$ cat src/rtl/cbd_pkg.sv
// Constants for the bit-and-branch decode core and its register slave
package cbd_pkg;
    // AXI4-Lite register byte offsets
    localparam logic [7:0] REG_CTRL = 8'h00;
    localparam logic [7:0] REG_PC = 8'h04;
    localparam logic [7:0] REG_CORE = 8'h08;
    localparam logic [7:0] REG_TLOAD = 8'h0c;
    localparam logic [7:0] REG_TSTAT = 8'h10;
    localparam logic [7:0] REG_IRQ = 8'h14;
    localparam logic [1:0] RESP_OKAY = 2'h0;
    localparam logic [1:0] RESP_SLVERR = 2'h2;
    // Field positions
    localparam int CTRL_RUN = 0;
    localparam int CTRL_ILL = 1;
    localparam int FL_N = 7;
    localparam int FL_V = 6;
    localparam int FL_T = 5;
    localparam int FL_Z = 1;
    localparam int FL_C = 0;
    // Reset values
    localparam logic [7:0] SP_RST = 8'hff;
    localparam logic [7:0] TLOAD_RST = 8'h01;
    // Fixed pages
    localparam logic [7:0] SPECIAL_PAGE = 8'h1f;
    localparam logic [7:0] STACK_PAGE = 8'h01;
    localparam logic [15:0] IRQ_ADDR = 16'h00fe;
    // Opcodes
    localparam logic [7:0] OP_CALL_SP = 8'h22;
    localparam logic [7:0] OP_ADC_IMM = 8'h69;
    localparam logic [7:0] OP_ADC_ZP = 8'h65;
    localparam logic [7:0] OP_AND_IMM = 8'h29;
    localparam logic [7:0] OP_AND_ZP = 8'h25;
    localparam logic [7:0] OP_SHL_A = 8'h0a;
    localparam logic [7:0] OP_SHL_ZP = 8'h06;
    localparam logic [7:0] OP_TEST_ZP = 8'h24;
    localparam logic [7:0] OP_CLR_T = 8'h12;
    localparam logic [7:0] OP_CLR_C = 8'h18;
    localparam logic [7:0] OP_BR_CC = 8'h90;
    localparam logic [7:0] OP_BR_CS = 8'hb0;
    localparam logic [7:0] OP_BR_Z = 8'hf0;
    localparam logic [7:0] OP_BR_NZ = 8'hd0;
    localparam logic [7:0] OP_BR_N = 8'h30;
    localparam logic [7:0] OP_BR_P = 8'h10;
    localparam logic [7:0] OP_JUMP = 8'h80;
    localparam logic [3:0] BB_ACC_LOW = 4'h3;
    localparam logic [3:0] BB_ZP_LOW = 4'h7;
    // Cycle counts per instruction
    localparam logic [2:0] CYC_TWO = 3'd2;
    localparam logic [2:0] CYC_ZP = 3'd3;
    localparam logic [2:0] CYC_JUMP = 3'd4;
    localparam logic [2:0] CYC_BB_ACC = 3'd4;
    localparam logic [2:0] CYC_BB_ZP = 3'd5;
    localparam logic [2:0] CYC_SHL_ZP = 3'd5;
    localparam logic [2:0] CYC_CALL = 3'd5;
    localparam logic [2:0] CYC_T_EXTRA = 3'd2;
    // Timer divides by load plus two
    localparam logic [8:0] TMR_EXTRA = 9'd1;
endpackage

$ cat src/rtl/cbd_core.sv
// Bit-test/branch/arithmetic subset of an 8-bit core with an AXI4-Lite register slave
//
// Our own choices: the placing of the registers and the AXI4-Lite slave port.
`timescale 1ns/1ns
module cbd_core
    import cbd_pkg::*;
(
    // Clock and reset
    input wire logic clk,
    input wire logic rst,
    // Memory port
    output logic [15:0] mem_addr,
    output logic mem_rd,
    output logic mem_wr,
    output logic [7:0] mem_wdata,
    input wire logic [7:0] mem_rdata,
    // Request sources for the request byte
    input wire logic [7:0] irq_in,
    // AXI4-Lite slave
    input wire logic [7:0] s_axi_awaddr,
    input wire logic s_axi_awvalid,
    output logic s_axi_awready,
    input wire logic [31:0] s_axi_wdata,
    input wire logic [3:0] s_axi_wstrb,
    input wire logic s_axi_wvalid,
    output logic s_axi_wready,
    output logic [1:0] s_axi_bresp,
    output logic s_axi_bvalid,
    input wire logic s_axi_bready,
    input wire logic [7:0] s_axi_araddr,
    input wire logic s_axi_arvalid,
    output logic s_axi_arready,
    output logic [31:0] s_axi_rdata,
    output logic [1:0] s_axi_rresp,
    output logic s_axi_rvalid,
    input wire logic s_axi_rready
);
    typedef enum logic [3:0] {
        S_IDLE = 4'b0000, S_FETCH = 4'b0001, S_OPR1 = 4'b0010, S_OPR2 = 4'b0011,
        S_RDM = 4'b0100, S_RDX = 4'b0101, S_WRM = 4'b0110, S_PSHH = 4'b0111,
        S_PSHL = 4'b1000, S_PAD = 4'b1001
    } cbd_st_type;
    typedef enum logic [2:0] {
        K_ILL = 3'b000, K_IMP = 3'b001, K_IMM = 3'b010, K_ZP = 3'b011,
        K_REL = 3'b100, K_BBA = 3'b101, K_BBZ = 3'b110, K_CALL = 3'b111
    } cbd_kind_type;
    typedef struct packed {
        cbd_st_type st;
        logic [15:0] pc;
        logic [7:0] a, x, s, p, op, o1, m;
        logic [2:0] cnt, tot;
        logic [15:0] addr;
        logic rd, wr;
        logic [7:0] wd, irq, snap, prev;
        logic run, ill;
        logic [7:0] tload;
        logic [8:0] tcnt;
        logic [7:0] tevt;
        logic awr, wrr, aw_got, w_got;
        logic [7:0] awa;
        logic [31:0] wdat;
        logic [3:0] wstb;
        logic bv;
        logic [1:0] br;
        logic arr, rv;
        logic [1:0] rr;
        logic [31:0] rdat;
    } cbd_state_type;

    cbd_state_type r, n;

    // ----------------------------------------
    // Decode helpers
    // ----------------------------------------
    function automatic cbd_kind_type kind(input logic [7:0] op);
        if (op[3:0] == BB_ACC_LOW && !op[5 - 2 +: 1]) return K_BBA;
        if (op[3:0] == BB_ZP_LOW && !op[3]) return K_BBZ;
        unique case (op)
            OP_SHL_A, OP_CLR_T, OP_CLR_C: return K_IMP;
            OP_ADC_IMM, OP_AND_IMM: return K_IMM;
            OP_ADC_ZP, OP_AND_ZP, OP_TEST_ZP, OP_SHL_ZP: return K_ZP;
            OP_BR_CC, OP_BR_CS, OP_BR_Z, OP_BR_NZ, OP_BR_N, OP_BR_P, OP_JUMP: return K_REL;
            OP_CALL_SP: return K_CALL;
            default: return K_ILL;
        endcase
    endfunction

    function automatic logic [2:0] cycles(input logic [7:0] op, input logic t);
        logic [2:0] c;
        c = CYC_TWO;
        unique case (kind(op))
            K_BBA: c = CYC_BB_ACC;
            K_BBZ: c = CYC_BB_ZP;
            K_CALL: c = CYC_CALL;
            K_ZP: c = (op == OP_SHL_ZP) ? CYC_SHL_ZP : CYC_ZP;
            K_REL: c = (op == OP_JUMP) ? CYC_JUMP : CYC_TWO;
            default: c = CYC_TWO;
        endcase
        if (t && (op == OP_ADC_IMM || op == OP_ADC_ZP || op == OP_AND_IMM || op == OP_AND_ZP))
            c = c + CYC_T_EXTRA;
        return c;
    endfunction

    // Returns {new flags, result}
    function automatic logic [15:0] alu(input logic is_and, input logic [7:0] x, y, p);
        logic [8:0] sum;
        logic [7:0] res, np;
        sum = {1'b0, x} + {1'b0, y} + {8'h00, p[FL_C]};
        np = p;
        if (is_and) begin
            res = x & y;
        end else begin
            res = sum[7:0];
            np[FL_C] = sum[8];
            np[FL_V] = (x[7] == y[7]) && (res[7] != x[7]);
        end
        np[FL_N] = res[7];
        np[FL_Z] = (res == 8'h00);
        return {np, res};
    endfunction

    function automatic logic take(input logic [7:0] op, input logic [7:0] p);
        unique case (op)
            OP_BR_CC: return !p[FL_C];
            OP_BR_CS: return p[FL_C];
            OP_BR_Z: return p[FL_Z];
            OP_BR_NZ: return !p[FL_Z];
            OP_BR_N: return p[FL_N];
            OP_BR_P: return !p[FL_N];
            default: return 1'b1;
        endcase
    endfunction

    function automatic logic [15:0] rel(input logic [15:0] pc, input logic [7:0] off);
        return pc + {{8{off[7]}}, off};
    endfunction

    function automatic logic [31:0] merge(input logic [31:0] old, wd, input logic [3:0] st);
        logic [31:0] m;
        m = old;
        for (int i = 0; i < 4; i++) begin
            if (st[i]) m[8*i +: 8] = wd[8*i +: 8];
        end
        return m;
    endfunction

    // ----------------------------------------
    // Next-state logic
    // ----------------------------------------
    always_comb begin
        logic [7:0] v;
        logic [15:0] f;
        logic [31:0] w;
        logic done, bit_v;
        n = r;
        v = (r.addr == IRQ_ADDR) ? r.irq : mem_rdata;
        f = 16'h0000;
        w = 32'h0000_0000;
        done = 1'b0;
        bit_v = 1'b0;
        n.rd = 1'b0;
        n.wr = 1'b0;
        n.cnt = r.cnt + 3'd1;
        n.irq = r.irq | irq_in;
        // Period of load+2: reload with load+1 and count down through zero
        if (r.tcnt == 9'd0) begin
            n.tcnt = {1'b0, r.tload} + TMR_EXTRA;
            n.tevt = r.tevt + 8'd1;
        end else begin
            n.tcnt = r.tcnt - 9'd1;
        end

        unique case (r.st)
            S_IDLE: begin
                if (r.run) begin
                    n.st = S_FETCH;
                    n.addr = r.pc;
                    n.rd = 1'b1;
                    n.cnt = 3'd0;
                end
            end
            S_FETCH: begin
                n.op = v;
                n.pc = r.pc + 16'd1;
                n.tot = cycles(v, r.p[FL_T]);
                // Two-deep history keeps bit branches on the request byte one instruction behind
                n.snap = r.irq;
                n.prev = r.snap;
                if (kind(v) == K_ILL) begin
                    n.st = S_IDLE;
                    n.run = 1'b0;
                    n.ill = 1'b1;
                end else begin
                    n.st = S_OPR1;
                    n.addr = r.pc + 16'd1;
                    n.rd = 1'b1;
                end
            end
            S_OPR1: begin
                n.o1 = v;
                unique case (kind(r.op))
                    K_IMP: begin
                        done = 1'b1;
                        if (r.op == OP_SHL_A) begin
                            n.a = {r.a[6:0], 1'b0};
                            n.p[FL_C] = r.a[7];
                            n.p[FL_N] = r.a[6];
                            n.p[FL_Z] = (r.a[6:0] == 7'h00);
                        end else if (r.op == OP_CLR_T) begin
                            n.p[FL_T] = 1'b0;
                        end else begin
                            n.p[FL_C] = 1'b0;
                        end
                    end
                    K_IMM: begin
                        n.pc = r.pc + 16'd1;
                        if (r.p[FL_T]) begin
                            n.m = v;
                            n.addr = {8'h00, r.x};
                            n.rd = 1'b1;
                            n.st = S_RDX;
                        end else begin
                            f = alu(r.op == OP_AND_IMM, r.a, v, r.p);
                            {n.p, n.a} = f;
                            done = 1'b1;
                        end
                    end
                    K_ZP: begin
                        n.pc = r.pc + 16'd1;
                        n.addr = {8'h00, v};
                        n.rd = 1'b1;
                        n.st = S_RDM;
                    end
                    K_REL: begin
                        n.pc = take(r.op, r.p) ? rel(r.pc + 16'd1, v) : r.pc + 16'd1;
                        done = 1'b1;
                    end
                    K_BBA: begin
                        bit_v = r.a[r.op[7:5]];
                        n.pc = (bit_v ^ r.op[4]) ? rel(r.pc + 16'd1, v) : r.pc + 16'd1;
                        done = 1'b1;
                    end
                    K_BBZ: begin
                        n.pc = r.pc + 16'd1;
                        n.addr = r.pc + 16'd1;
                        n.rd = 1'b1;
                        n.st = S_OPR2;
                    end
                    default: begin
                        // Special-page call: push high then low of the next address
                        n.pc = r.pc + 16'd1;
                        n.addr = {STACK_PAGE, r.s};
                        n.wd = n.pc[15:8];
                        n.wr = 1'b1;
                        n.st = S_PSHH;
                    end
                endcase
            end
            S_OPR2: begin
                n.m = v;
                n.pc = r.pc + 16'd1;
                n.addr = {8'h00, r.o1};
                n.rd = 1'b1;
                n.st = S_RDM;
            end
            S_RDM: begin
                unique case (kind(r.op))
                    K_BBZ: begin
                        bit_v = (r.addr == IRQ_ADDR) ? r.prev[r.op[7:5]] : v[r.op[7:5]];
                        n.pc = (bit_v ^ r.op[4]) ? rel(r.pc, r.m) : r.pc;
                        done = 1'b1;
                    end
                    default: begin
                        if (r.op == OP_TEST_ZP) begin
                            n.p[FL_Z] = ((r.a & v) == 8'h00);
                            n.p[FL_N] = v[7];
                            n.p[FL_V] = v[6];
                            done = 1'b1;
                        end else if (r.op == OP_SHL_ZP) begin
                            n.wd = {v[6:0], 1'b0};
                            n.p[FL_C] = v[7];
                            n.p[FL_N] = v[6];
                            n.p[FL_Z] = (v[6:0] == 7'h00);
                            n.wr = 1'b1;
                            n.st = S_WRM;
                        end else if (r.p[FL_T]) begin
                            n.m = v;
                            n.addr = {8'h00, r.x};
                            n.rd = 1'b1;
                            n.st = S_RDX;
                        end else begin
                            f = alu(r.op == OP_AND_ZP, r.a, v, r.p);
                            {n.p, n.a} = f;
                            done = 1'b1;
                        end
                    end
                endcase
            end
            S_RDX: begin
                f = alu(r.op == OP_AND_IMM || r.op == OP_AND_ZP, v, r.m, r.p);
                n.p = f[15:8];
                n.wd = f[7:0];
                n.wr = 1'b1;
                n.st = S_WRM;
            end
            S_WRM: begin
                if (r.addr == IRQ_ADDR) n.irq = r.wd | irq_in;
                done = 1'b1;
            end
            S_PSHH: begin
                n.s = r.s - 8'd1;
                n.addr = {STACK_PAGE, r.s - 8'd1};
                n.wd = r.pc[7:0];
                n.wr = 1'b1;
                n.st = S_PSHL;
            end
            S_PSHL: begin
                n.s = r.s - 8'd1;
                n.pc = {SPECIAL_PAGE, r.o1};
                done = 1'b1;
            end
            default: done = 1'b1;
        endcase

        // Hold the documented cycle count before the next fetch
        if (done) begin
            if (r.cnt != r.tot - 3'd1) begin
                n.st = S_PAD;
            end else if (r.run) begin
                n.st = S_FETCH;
                n.addr = n.pc;
                n.rd = 1'b1;
                n.cnt = 3'd0;
            end else begin
                n.st = S_IDLE;
            end
        end

        // ----------------------------------------
        // AXI4-Lite write channel
        // ----------------------------------------
        if (r.awr && s_axi_awvalid) begin
            n.aw_got = 1'b1;
            n.awa = s_axi_awaddr;
        end
        if (r.wrr && s_axi_wvalid) begin
            n.w_got = 1'b1;
            n.wdat = s_axi_wdata;
            n.wstb = s_axi_wstrb;
        end
        if (r.bv && s_axi_bready) n.bv = 1'b0;
        if (r.aw_got && r.w_got && !r.bv) begin
            n.aw_got = 1'b0;
            n.w_got = 1'b0;
            n.bv = 1'b1;
            n.br = RESP_OKAY;
            unique case (r.awa)
                REG_CTRL: begin
                    w = merge({30'h0, r.ill, r.run}, r.wdat, r.wstb);
                    // A stop raised in this very cycle wins over the clear
                    if (w[CTRL_RUN] && !r.run && !(n.ill && !r.ill)) n.ill = 1'b0;
                    n.run = w[CTRL_RUN];
                end
                REG_PC: begin
                    w = merge({16'h0, r.pc}, r.wdat, r.wstb);
                    n.pc = w[15:0];
                end
                REG_CORE: begin
                    w = merge({r.p, r.s, r.x, r.a}, r.wdat, r.wstb);
                    {n.p, n.s, n.x, n.a} = w;
                end
                REG_TLOAD: begin
                    w = merge({24'h0, r.tload}, r.wdat, r.wstb);
                    n.tload = w[7:0];
                end
                REG_TSTAT, REG_IRQ: ;
                default: n.br = RESP_SLVERR;
            endcase
        end
        n.awr = !n.aw_got && !n.bv;
        n.wrr = !n.w_got && !n.bv;

        // ----------------------------------------
        // AXI4-Lite read channel
        // ----------------------------------------
        if (r.rv && s_axi_rready) begin
            n.rv = 1'b0;
            n.arr = 1'b1;
        end
        if (r.arr && s_axi_arvalid) begin
            n.arr = 1'b0;
            n.rv = 1'b1;
            n.rr = RESP_OKAY;
            unique case (s_axi_araddr)
                REG_CTRL: n.rdat = {30'h0, r.ill, r.run};
                REG_PC: n.rdat = {16'h0, r.pc};
                REG_CORE: n.rdat = {r.p, r.s, r.x, r.a};
                REG_TLOAD: n.rdat = {24'h0, r.tload};
                REG_TSTAT: n.rdat = {8'h0, r.tevt, 7'h0, r.tcnt};
                REG_IRQ: n.rdat = {24'h0, r.irq};
                default: begin
                    n.rdat = 32'h0000_0000;
                    n.rr = RESP_SLVERR;
                end
            endcase
        end
    end

    always_ff @(posedge clk) begin
        if (rst) begin
            r <= '0;
            r.s <= SP_RST;
            r.tload <= TLOAD_RST;
            r.awr <= 1'b1;
            r.wrr <= 1'b1;
            r.arr <= 1'b1;
        end else begin
            r <= n;
        end
    end

    assign mem_addr = r.addr;
    assign mem_rd = r.rd;
    assign mem_wr = r.wr;
    assign mem_wdata = r.wd;
    assign s_axi_awready = r.awr;
    assign s_axi_wready = r.wrr;
    assign s_axi_bvalid = r.bv;
    assign s_axi_bresp = r.br;
    assign s_axi_arready = r.arr;
    assign s_axi_rvalid = r.rv;
    assign s_axi_rdata = r.rdat;
    assign s_axi_rresp = r.rr;

    // Period length is judged against the load value taken at the reload, so a mid-period load is no false alarm
    logic [8:0] gap_q;
    logic [7:0] per_q;
    always_ff @(posedge clk) begin
        if (rst || r.tcnt == 9'd0) begin
            gap_q <= 9'd0;
            per_q <= r.tload;
        end else begin
            gap_q <= gap_q + 9'd1;
        end
    end
endmodule // cbd_core

$ cat config.mk
export PLATFORM = sky130hd
export DESIGN_NAME = cbd_core
export DESIGN_NICKNAME = d
export VERILOG_FILES = /design/src/rtl/cbd_pkg.sv /design/src/rtl/cbd_core.sv
export SDC_FILE = /design/constraint.sdc
export NUM_CORES = 1
export LEC_CHECK = 0
export ABC_CLOCK_PERIOD_IN_PS = 9700
export CORE_MARGIN = 5
export CORE_UTILIZATION = 51
export CTS_CLUSTER_SIZE = 14
export DETAILED_ROUTE_END_ITERATION = 10
export DONT_BUFFER_PORTS = 1
export PLACE_DENSITY = 0.67
export SYNTH_ARGS = -nofsm -noshare
export SYNTH_HDL_FRONTEND = slang
export SYNTH_SLANG_ARGS = --single-unit
$ cat constraint.sdc
create_clock -name clk -period 9.7 [get_ports clk]
set_input_delay 1.455 -clock clk [delete_from_list [all_inputs] [get_ports clk]]
set_output_delay 1.455 -clock clk [all_outputs]
set_load 0.01 [all_outputs]
==> impl_results.md <==
* Period utilisation layout at between 50% and 60%
* Number of synthesized register bits at between 200 and 250
* CP max FO at 26
* Detail Placement HPWL at 48300 um
* Via count at 17200
* Gpl congestion at between 1 and 1.5
* Row Count at 66
* Initial antenna violation count at 2
* WL final at ~66000 um
* Kind of critical path: flip-flop to flip-flop
* Die Y at about 190 um
* Average routed wire per standard cell at approximately 26 um
* Starting Density at a little over half
* Slowest CP cell: mux2i_1
* Worst setup endpoint: r[236]
* Cells after synthesis at around 2200
* Reg2reg end: r[236]
* Worst Skew at 0.0175 ns
* Total power at about 2.4 mW
* Max_slew headroom at between 20% and 30%
* Peak VDD IR at about 0.13 mV
* Area post-placement at 16800 sq um
* Peak Freq at roughly 0.19 GHz
* Required @ worst endpoint at about 10 ns
* H-tree Lvls at 1
* Worst reg-to-reg path cell count at 15
* Warnings from Yosys at 0
* WP data arrival at ~5.7 ns
* TNS Setup at 0 ns
* Synth async-reset ratio at 0%
* Die Wd at slightly below 200 um
* GRT Resource Usage Total at 34.2%
* Residual DRC at 0
* Vias per std cell at a little under 7
* Maximum clock path buffer count at 3
* Final setup fails at 0
* Clk_lat worst skew at a little under 0.6 ns
* Status: finished clean
* Setup bufs post-CTS at 0
* Syn_area_per_cell at 7.61 sq um
* Setup slack after placement at about 4.6 ns
* Crit start category: flip-flop
* Sequential share of the synthesized area at roughly 29%
* EDFF count, synth at 0
* Clock sink count at around 240
* IO Port Bufs at 0
* RR Startpoint: mem_addr[7]
* Worst Setup SP: mem_addr[7]
* Synth cell types at 99
* Highest-count cells in the layout ignoring fill and taps: nand2_1, dfxtp_1, nor2_1, a21oi_1, mux2i_1
* Final worst slack at about 4.4 ns
* Clk pin slew, worst setup/hold paths at about 0.07 ns
* Iteration-0 DRC Markers at around 2300
* CTS buffer count at 28
* Vias in the first global route at roughly 16000
* Share of layout cells above drive strength 1 at between 5 and 6%
* Grt total ovfl at 0
* Pwr dens at around 140 nW/um^2
* Register-to-register setup slack at about 4.4 ns
* Primary FF master, synth: dfxtp_1
* Cells resized by post-CTS repair at 0
* Final slew viol count at 0
* # nets final at between 2000 and 2500
* Crit path cell chain: and4_1 -> nand4_4 -> mux2i_1 -> inv_1 -> ha_1 -> nor2b_1 -> o21ai_0 -> nor2b_1 -> maj3_1 -> o21ai_1 -> nor2_1 -> a2111oi_0 -> nor2_1 -> a2111oi_1 -> a2111oi_0
* P_leak at roughly 6.2 nW
* Cell area after synthesis at about 17000 sq um
* Area Growth Syn to Fin at 4.13%
* Max-cap viol count at 0
* Unrepaired setup endpoints after global routing: no
* Core box area at about 33000 sq um
* Final min period at around 5.3 ns
* Pin count of the biggest net entering global routing at 243
* First-pass GRT wire length at approximately 99000 um
* DRT antenna net count at 0
* Worst setup EP type: flip-flop
* First-pass DRT Iterations at 8
* Cts hold-fix bufs at 0
* Hold Vio Cnt, Final at 0
* Die area at between 30000 and 40000 sq um
* CP max stage delay at 0.63 ns
* Design area at 17700 sq um
* CTS root buffer: clkbuf_16
* Leading cell type in the layout, fill and taps excluded: nand2_1
* # fillers at 3186
* Type of the tightest min-delay check: flip-flop to flip-flop
* # IOs at ~140
* CTS tree: built
* Worst Max-Slew Pin Slew at ~1.2 ns
## kinds of logic (layout without fill, tap and decap cells)
logic type,after synthesis,count (layout),synth area share (%)
AO/OA/AOI/OAI,648,648,25.1
XOR/XNOR,88,88,4.57
adder cells (fa/ha/maj),55,55,4.26
buffers and inverters,269,138,7.40
flip-flops,244,244,28.7
multiplexers,116,116,7.39
other,1,3,0.0220
AND/OR/NAND/NOR,815,815,22.6
## metal layers
layer | GRT usage (%) | vias to the layer above | share of wire, %
met4 | 13.6 | 0 | 4.6
met3 | 6.42 | 179 | 10
met1 | 46.7 | 8214 | 41
li1 | - | 7793 | -
met5 | 0 | - | 0
met2 | 53.5 | 1040 | 44
## critical path: cells and delay by family (launching register included)
kind	cells	cell delay (ns)
AND/OR/NAND/NOR	6	1.40
AO/OA/AOI/OAI	5	1.32
adder cells (fa/ha/maj)	2	0.85
multiplexers	1	0.63
flip-flops	1	0.61
buffers and inverters	1	0.31
## sequential cells by signal (all words and copies together) (netlist names)
name           flops
mem_wdata          8
s_axi_bvalid       1
mem_addr          16
s_axi_awready      1
mem_wr             1
mem_rd             1
s_axi_rvalid       1
s_axi_bresp        1
s_axi_rdata       32
s_axi_arready      1
s_axi_wready       1
s_axi_rresp        1
r                179
## worst min-delay path by stage
stage	from	endpoint	slack, ns	cells after the start
after floorplan	r[122]	r[114]	0.43	2
after global placement	r[127]	r[119]	0.43	2
after detailed placement	r[197]	r[197]	0.44	2
after CTS	r[123]	r[115]	0.45	2
after global routing	r[69]	r[69]	0.47	2
final	r[123]	r[115]	0.45	2
## per-stage QoR
stage	util (%)	hold slack (ns)	std cells
5_1_grt	54.2	0.471	2548
2_1_floorplan	-	0.432	2237
3_3_place_gp	51.3	0.434	2496
6_report	54.2	0.449	2549
4_1_cts	54.2	0.448	2548
3_5_place_dp	51.3	0.444	2496
## synthesized netlist by cell type, drive strengths merged (10+ instances only)
library cell	n	area share, %
nor4	20	0.81
xnor2	52	2.7
nor4b	10	0.60
inv	56	1.2
o21ai	100	3.0
a31oi	25	0.96
nand3	48	1.4
or3	10	0.37
and2	15	0.55
a222oi	13	0.76
and3	10	0.37
o21a	10	0.44
nor3	65	1.9
nand2b	32	1.2
xor2	36	1.9
clkbuf	120	2.6
a211oi	67	3.0
buf	92	3.5
a21o	13	0.57
nor2	231	5.1
ha	46	3.4
o221ai	11	0.57
o22ai	27	0.99
mux2i	102	6.0
a22oi	20	0.88
nand2	288	6.4
nor2b	24	0.88
a21oi	214	6.3
a2111oi	11	0.61
or4	12	0.53
dfxtp	244	29
a221oi	43	2.2
o211ai	11	0.49
## report_power, final
part | internal [mW] | switching [mW] | leakage [nW] | total (mW)
combinational | 0.0969 | 0.145 | 3.75 | 0.242
clock | 0.602 | 0.473 | 0.451 | 1.08
sequential | 1.04 | 0.0523 | 1.98 | 1.09
## final cells by class
| type | instances | area (sq um) | share of cell area, % |
|---|---|---|---|
| antenna | 1 | 2.50 | 0.0141 |
| clock buffer | 36 | 781 | 4.41 |
| clock inverter | 16 | 155 | 0.876 |
| inverter | 57 | 214 | 1.21 |
| multi-input combinational | 1724 | 10900 | 61.6 |
| sequential | 244 | 4880 | 27.6 |
| tap | 442 | 553 | 3.12 |
| timing repair buffer | 29 | 218 | 1.23 |
(Power assumes the default switching activity.)
